[config.mk]
export PLATFORM = sky130hd
export DESIGN_NAME = tsp_regs
export DESIGN_NICKNAME = d
export VERILOG_FILES = /design/src/common/tsp_pkg.sv /design/src/core/tsp_regs.sv
export SDC_FILE = /design/constraint.sdc
export NUM_CORES = 1
export LEC_CHECK = 0
export BUFFER_PORTS_ARGS = -buffer_cell sky130_fd_sc_hd__buf_4
export CORE_ASPECT_RATIO = 1.2
export CORE_MARGIN = 1.5
export CORE_UTILIZATION = 45
export CTS_BUF_LIST = sky130_fd_sc_hd__clkbuf_4 sky130_fd_sc_hd__clkbuf_8
export DETAILED_ROUTE_END_ITERATION = 12
export SYNTH_ARGS = -nofsm -noshare
export SYNTH_HDL_FRONTEND = slang
export SYNTH_SLANG_ARGS = --single-unit
[constraint.sdc]
create_clock -name sys_clk -period 2.97 [get_ports sys_clk]
set_clock_uncertainty 0.05 [all_clocks]
set_input_delay 0 -clock sys_clk [delete_from_list [all_inputs] [get_ports sys_clk]]
set_output_delay 0 -clock sys_clk [all_outputs]
set_load 0.02 [all_outputs]
[src/common/tsp_pkg.sv]
// Constants for the pointer-addressed thermometer register block.
package tsp_pkg;

  // ----------------------------------------
  // Host port addresses
  // ----------------------------------------
  localparam int TSP_ADDR_W = 2;
  localparam logic [1:0] TSP_ADDR_PTR = 2'h0;
  localparam logic [1:0] TSP_ADDR_DATA = 2'h1;
  localparam logic [1:0] TSP_ADDR_STAT = 2'h2;

  // ----------------------------------------
  // Pointer codes of the internal registers
  // ----------------------------------------
  localparam int TSP_PTR_W = 8;
  localparam logic [7:0] TSP_PTR_TEMP = 8'h00;
  localparam logic [7:0] TSP_PTR_CFG = 8'h01;
  localparam logic [7:0] TSP_PTR_UPPER = 8'h02;
  localparam logic [7:0] TSP_PTR_LOWER = 8'h03;
  localparam logic [7:0] TSP_PTR_FIRST_RSVD = 8'h04;

  // ----------------------------------------
  // Widths of the internal registers
  // ----------------------------------------
  localparam int TSP_WIDE_W = 16;
  localparam int TSP_CFG_W = 8;
  localparam logic [4:0] TSP_WIDTH_CODE_CFG = 5'h08;
  localparam logic [4:0] TSP_WIDTH_CODE_WIDE = 5'h10;
  localparam logic [4:0] TSP_WIDTH_CODE_NONE = 5'h00;

  // ----------------------------------------
  // Status word layout
  // ----------------------------------------
  localparam int TSP_STAT_ERR_BIT = 0;
  localparam int TSP_STAT_OVER_BIT = 1;
  localparam int TSP_STAT_UNDER_BIT = 2;
  localparam int TSP_STAT_WIDTH_LSB = 8;

  // ----------------------------------------
  // Reset values
  // ----------------------------------------
  localparam logic [15:0] TSP_TEMP_RST = 16'h0000;
  localparam logic [7:0] TSP_CFG_RST = 8'h00;
  localparam logic [15:0] TSP_UPPER_RST = 16'h7fff;
  localparam logic [15:0] TSP_LOWER_RST = 16'h8000;
  localparam logic [7:0] TSP_PTR_RST = 8'h00;

endpackage

[src/core/tsp_regs.sv]
// Pointer-addressed register file of the on-card thermometer and thermostat.
`timescale 1ns/1ps

// Contract
// RULE1: Pointer 0..3 selects temp, config, upper, lower.
// RULE2: Config is 8 bits, others 16 bits.
// RULE3: Data moves most significant bit first.
// RULE4: Temperatures are two's complement, sign in MSB.
// RULE5: All temperatures held in degrees Celsius.
// RULE6: Read returns the register the pointer selects.
// RULE7: Write loads the register the pointer selects.
// RULE8: Host programs limits, reads ambient temperature.
// RULE9: Host writes pointer before switching registers.
// RULE10: Pointer holds until host writes a new one.
module tsp_regs
  import tsp_pkg::*;
#(
  parameter int DATA_W = 16
)
(
  // Clock and reset
  input wire logic sys_clk,
  input wire logic reset,
  // Host register port
  input wire logic [TSP_ADDR_W-1:0] addr,
  input wire logic [DATA_W-1:0] wr_data,
  input wire logic wr_en,
  input wire logic rd_en,
  output logic [DATA_W-1:0] rd_data,
  // Measurement input
  input wire logic [TSP_WIDE_W-1:0] temp_sample,
  input wire logic temp_valid,
  // Thermostat and error flags
  output logic over_temp,
  output logic under_temp,
  output logic access_err
);

  // ----------------------------------------
  // Elaboration checks
  // ----------------------------------------
  if (DATA_W != TSP_WIDE_W)
  begin : g_bad_width
    $error("tsp_regs: DATA_W must equal the 16-bit register width");
  end

  // ----------------------------------------
  // State
  // ----------------------------------------
  typedef struct packed {
    logic [TSP_PTR_W-1:0] ptr;
    logic [TSP_WIDE_W-1:0] temp;
    logic [TSP_CFG_W-1:0] cfg;
    logic [TSP_WIDE_W-1:0] upper;
    logic [TSP_WIDE_W-1:0] lower;
    logic [DATA_W-1:0] rdata;
    logic err;
    logic over;
    logic under;
  } tsp_state_s;

  tsp_state_s state_reg;
  tsp_state_s state_next;

  // ----------------------------------------
  // Decoding helpers
  // ----------------------------------------
  function automatic logic tsp_ptr_valid(input logic [TSP_PTR_W-1:0] p);
    return p < TSP_PTR_FIRST_RSVD;
  endfunction

  function automatic logic [4:0] tsp_width_code(input logic [TSP_PTR_W-1:0] p);
    logic [4:0] w;
    w = TSP_WIDTH_CODE_NONE;
    if (p == TSP_PTR_CFG)
    begin
      w = TSP_WIDTH_CODE_CFG;
    end
    else if (tsp_ptr_valid(p))
    begin
      w = TSP_WIDTH_CODE_WIDE;
    end
    return w;
  endfunction

  logic data_wr;
  logic data_rd;
  logic ptr_wr;
  logic stat_wr;
  logic stat_rd;

  assign data_wr = wr_en && (addr == TSP_ADDR_DATA);
  assign data_rd = rd_en && (addr == TSP_ADDR_DATA);
  assign ptr_wr = wr_en && (addr == TSP_ADDR_PTR);
  assign stat_wr = wr_en && (addr == TSP_ADDR_STAT);
  assign stat_rd = rd_en && (addr == TSP_ADDR_STAT);

  // ----------------------------------------
  // Next state
  // ----------------------------------------
  always_comb
  begin
    logic set_err;
    set_err = 1'b0;
    state_next = state_reg;
    state_next.rdata = '0;

    // The pointer changes only on its own write; data accesses leave it alone.
    if (ptr_wr)
    begin
      state_next.ptr = wr_data[TSP_PTR_W-1:0]; // RULE10 RULE9
    end

    // Fresh samples are stored as given: signed whole-value Celsius code.
    if (temp_valid)
    begin
      state_next.temp = temp_sample; // RULE8 RULE5 RULE4
    end

    // The data window follows the pointer for writes.
    if (data_wr)
    begin
      case (state_reg.ptr) // RULE1 RULE7
        TSP_PTR_CFG:
        begin
          state_next.cfg = wr_data[TSP_CFG_W-1:0]; // RULE2
        end
        TSP_PTR_UPPER:
        begin
          state_next.upper = wr_data; // RULE8 RULE3
        end
        TSP_PTR_LOWER:
        begin
          state_next.lower = wr_data; // RULE8
        end
        default:
        begin
          // Temperature is read-only and codes from 4 up are reserved.
          set_err = 1'b1;
        end
      endcase
    end

    // The data window follows the pointer for reads.
    if (data_rd)
    begin
      case (state_reg.ptr) // RULE1 RULE6
        TSP_PTR_TEMP:
        begin
          state_next.rdata = state_reg.temp; // RULE8 RULE3
        end
        TSP_PTR_CFG:
        begin
          state_next.rdata = {{(DATA_W-TSP_CFG_W){1'b0}}, state_reg.cfg}; // RULE2
        end
        TSP_PTR_UPPER:
        begin
          state_next.rdata = state_reg.upper;
        end
        TSP_PTR_LOWER:
        begin
          state_next.rdata = state_reg.lower;
        end
        default:
        begin
          set_err = 1'b1;
        end
      endcase
    end

    if (stat_rd)
    begin
      state_next.rdata[TSP_STAT_ERR_BIT] = state_reg.err;
      state_next.rdata[TSP_STAT_OVER_BIT] = state_reg.over;
      state_next.rdata[TSP_STAT_UNDER_BIT] = state_reg.under;
      state_next.rdata[TSP_STAT_WIDTH_LSB +: 5] = tsp_width_code(state_reg.ptr); // RULE2
    end

    // A write of one clears the error, but a new error in that cycle wins.
    if (stat_wr && wr_data[TSP_STAT_ERR_BIT])
    begin
      state_next.err = 1'b0;
    end
    if (set_err)
    begin
      state_next.err = 1'b1; // RULE1
    end

    // Limits compare as signed values so that sub-zero readings order correctly.
    state_next.over = $signed(state_reg.temp) > $signed(state_reg.upper); // RULE4
    state_next.under = $signed(state_reg.temp) < $signed(state_reg.lower); // RULE4
  end

  // ----------------------------------------
  // Registers
  // ----------------------------------------
  always_ff @(posedge sys_clk or posedge reset)
  begin
    if (reset)
    begin
      state_reg.ptr <= TSP_PTR_RST;
      state_reg.temp <= TSP_TEMP_RST;
      state_reg.cfg <= TSP_CFG_RST;
      state_reg.upper <= TSP_UPPER_RST;
      state_reg.lower <= TSP_LOWER_RST;
      state_reg.rdata <= '0;
      state_reg.err <= 1'b0;
      state_reg.over <= 1'b0;
      state_reg.under <= 1'b0;
    end
    else
    begin
      state_reg <= state_next;
    end
  end

  assign rd_data = state_reg.rdata;
  assign over_temp = state_reg.over;
  assign under_temp = state_reg.under;
  assign access_err = state_reg.err;
endmodule // tsp_regs

==> flow_metrics.py <==
metrics = {
    "global_routing": {
        "grt_antenna_before_repair": 0,
        "grt_util_all_layers_pct": 20.4,
        "grt_pass1_vias": 3136,
        "grt_max_degree": 55,
        "grt_pass1_wl_um": 16100,
        "overflow": 0,
    },
    "run_status": {
        "status": "completed",
    },
    "power_and_ir_drop": {
        "leakagePower_nw": 2.49,
        "finalPower_mw": 2.76,
        "peakVddDrop_mv": 0.339,
        "cellPowerDensity_mw_per_mm2": 502,
    },
    "route": {
        "drtAntennaViolNets": 0,
        "drt-pass1-iter-count": 4,
        "via_per_inst": 5.23,
        "num_vias": 3046,
        "drc_errors": 0,
        "wl_um": 9750,
        "drt_iter0_markers": 71,
        "wl_per_cell_um": 16.8,
    },
    "floorplan": {
        "dieWidth_um": 93.9,
        "die_h_um": 112,
        "dieArea_mm2": 0.0105,
        "io_pins": 58,
        "start_util_pct": 46.7,
        "rows": 39,
        "core_mm2": 0.00956,
    },
    "cts": {
        "cts_buffer_depth": 2,
        "cts_sinks": 83,
        "root_buffer": "clkbuf_8",
        "ctsHtreeMaxLevel": 3,
        "clk_pin_slew_ns": 0.08,
        "insertion_delay_ns": 0.36,
        "cts_tree": "built",
        "cts_buffers": 9,
        "ctsResizeCount": 0,
    },
    "logic_synthesis": {
        "avgSynthCellArea_um2": 12.1,
        "synth_top_area_share_pct": 37.5,
        "yosysTopAreaCell": "dfrtp_1",
        "synthesis.area_mm2": 0.00447,
        "ys.warnings.count": 0,
        "synth-compound-area-share_pct": 6.16,
        "ys_seq_elements": 83,
        "synth_fa_ha_area_share_pct": 8.69,
        "syn_nets": 439,
        "synth_edf_count": 0,
        "synth_top_family_by_area": "multiplexers",
        "synth.area.top_cells": "dfrtp_1, mux2_2, dfstp_2, ha_1, mux4_2",
        "synth-xor-area-share_pct": 0,
        "async_flop_share_pct": 100,
        "synth_ff_type": "dfrtp_1",
        "synth_cells": 369,
        "synth_simple_gate_area_share_pct": 8.07,
        "muxShareOfSynthArea_pct": 22.6,
        "synthDistinctLibCells": 46,
        "ys_seq_area_share_pct": 47.0,
    },
    "finish": {
        "design_area_mm2": 0.00550,
        "area_delta_synth_final_pct": 23.2,
        "drive_gt1_share_pct": 38.1,
        "fillers": 845,
        "seq_area_mm2": 0.00210,
        "largest_reg_flops": 64,
        "layout.nets": 524,
        "num_antenna_cells": 0,
        "multiInputGateArea_mm2": 0.00203,
    },
    "place": {
        "port_buffers": 57,
        "gp_congestion": 0.822,
        "dp_hpwl_um": 6810,
        "placedInstanceArea_mm2": 0.00491,
        "pre_cts_slack_ns": 0.653,
    },
    "worst_setup_path": {
        "critPathLaunchType": "flop",
        "critPathRequiredTime_ns": 3.22,
        "reg2reg_depth": 5,
        "worstSetupEndpointType": "flop",
        "critPathArrivalTime_ns": 2.62,
        "worstSetupPathType": "reg -> reg",
        "path_max_fanout": 17,
    },
    "sta": {
        "hold_viol_final": 0,
        "worst_slack_ns": 0.597,
        "setup_viol": 0,
        "rsz0062_at_grt": "no",
        "tns_ns": 0,
        "maxSlewHeadroom_pct": 31.6,
        "finalCriticalPeriod_ns": 2.37,
        "final_max_slew_viol_count": 0,
        "fmax_ghz": 0.421,
        "worst_slew_pin_slew_ns": 1.03,
        "fin_crit_sh_pct": 79.9,
    },
    "hold_path": {
        "hold_path_class": "in -> reg",
        "whs_path_depth": 3,
    },
    "flow_run": {
        "cap_violations": 0,
    },
}
## report_power, final
part | total (mW) | internal, mW | switching (mW)
clock network | 0.888 | 0.490 | 0.399
logic | 0.538 | 0.301 | 0.237
registers | 1.33 | 1.23 | 0.104
total | 2.76 | 2.02 | 0.740
## cells in the final DEF (no fill, tap or decap), types with 2 or more instances in the layout
| master | n |
|---|---|
| a22oi_1 | 3 |
| mux2_4 | 10 |
| buf_4 | 66 |
| bufinv_16 | 2 |
| mux4_2 | 8 |
| o21a_1 | 2 |
| clkinv_2 | 3 |
| nor2b_1 | 7 |
| a21o_1 | 2 |
| nand2b_1 | 2 |
| dfrtp_1 | 67 |
| o21ai_0 | 12 |
| clkbuf_4 | 2 |
| a21oi_1 | 17 |
| ha_1 | 31 |
| clkbuf_8 | 9 |
| a221oi_1 | 2 |
| and2_1 | 4 |
| nor2_1 | 18 |
| dfstp_2 | 16 |
| nand3_1 | 4 |
| mux2_2 | 53 |
| and3_1 | 2 |
| inv_1 | 35 |
| nand2_1 | 17 |
| dlygate4sd3_1 | 37 |
| mux2i_1 | 8 |
## layout make-up
| cell class | instances | share of cell area [%] |
|---|---|---|
| inverters | 36 | 2.48 |
| multi-input cells | 221 | 36.9 |
| clock buffers | 11 | 2.53 |
| repair buffers | 103 | 15.7 |
| flip-flops and latches | 83 | 38.1 |
| well taps | 123 | 2.80 |
| clock inverters | 5 | 1.41 |
## per-layer routing
metal  track usage [%]  vias up  wire length, um
met3              4.27        7              369
met2              34.6       64             5050
met1              26.0     1531             4230
li1                  -     1444                -
met4              6.17        0              100
met5                 0        -                0
## critical path, cell delays in order (launching register included)
cell and delay, ns:
dfrtp_1 0.77, or3b_2 0.61, a21oi_1 0.15, nor2_1 0.05
o21ai_0 0.13, dlygate4sd3_1 0.56
## repair_timing
action / 4_1_cts / 5_1_grt
setup buffers: 0 / 0
endpoints found under the hold margin: 114 / 0
hold buffers: 37 / 0
## cells by family after synthesis
kind of cell	Yosys count
fa+ha+maj	31
mux	79
compound gates	45
buf+inv	65
flops	83
simple gates	66
## path summary, 6_finish.rpt
check                      slack (ns)             to           from
setup / recovery                 0.60     access_err  state_reg[76]
hold / removal                   0.02  state_reg[59]     temp_valid
setup reg to reg                 0.60     access_err  state_reg[76]
hold reg to reg                  0.46  state_reg[55]  state_reg[55]
max in group asynchronous        1.66  state_reg[36]          reset
min in group asynchronous        0.33    rd_data[15]          reset
## synth_stat cells (8+ instances only)
cell	n
mux2i_1	8
dfrtp_1	67
mux4_2	8
buf_4	16
nor2_1	18
a21oi_1	17
dfstp_2	16
o21ai_0	12
inv_1	36
mux2_4	10
mux2_2	53
nand2_1	17
ha_1	31
## per-stage QoR
step	std cells	utilization [%]	hold WS, ns
after global routing	582	57.5	0.0236
after global placement	529	51.4	0.156
after detailed placement	529	51.4	0.186
after CTS	582	57.5	0.0222
final	582	57.5	0.0163
after floorplan	369	-	0.0668
Note: power is estimated with default switching activity, not from simulation.
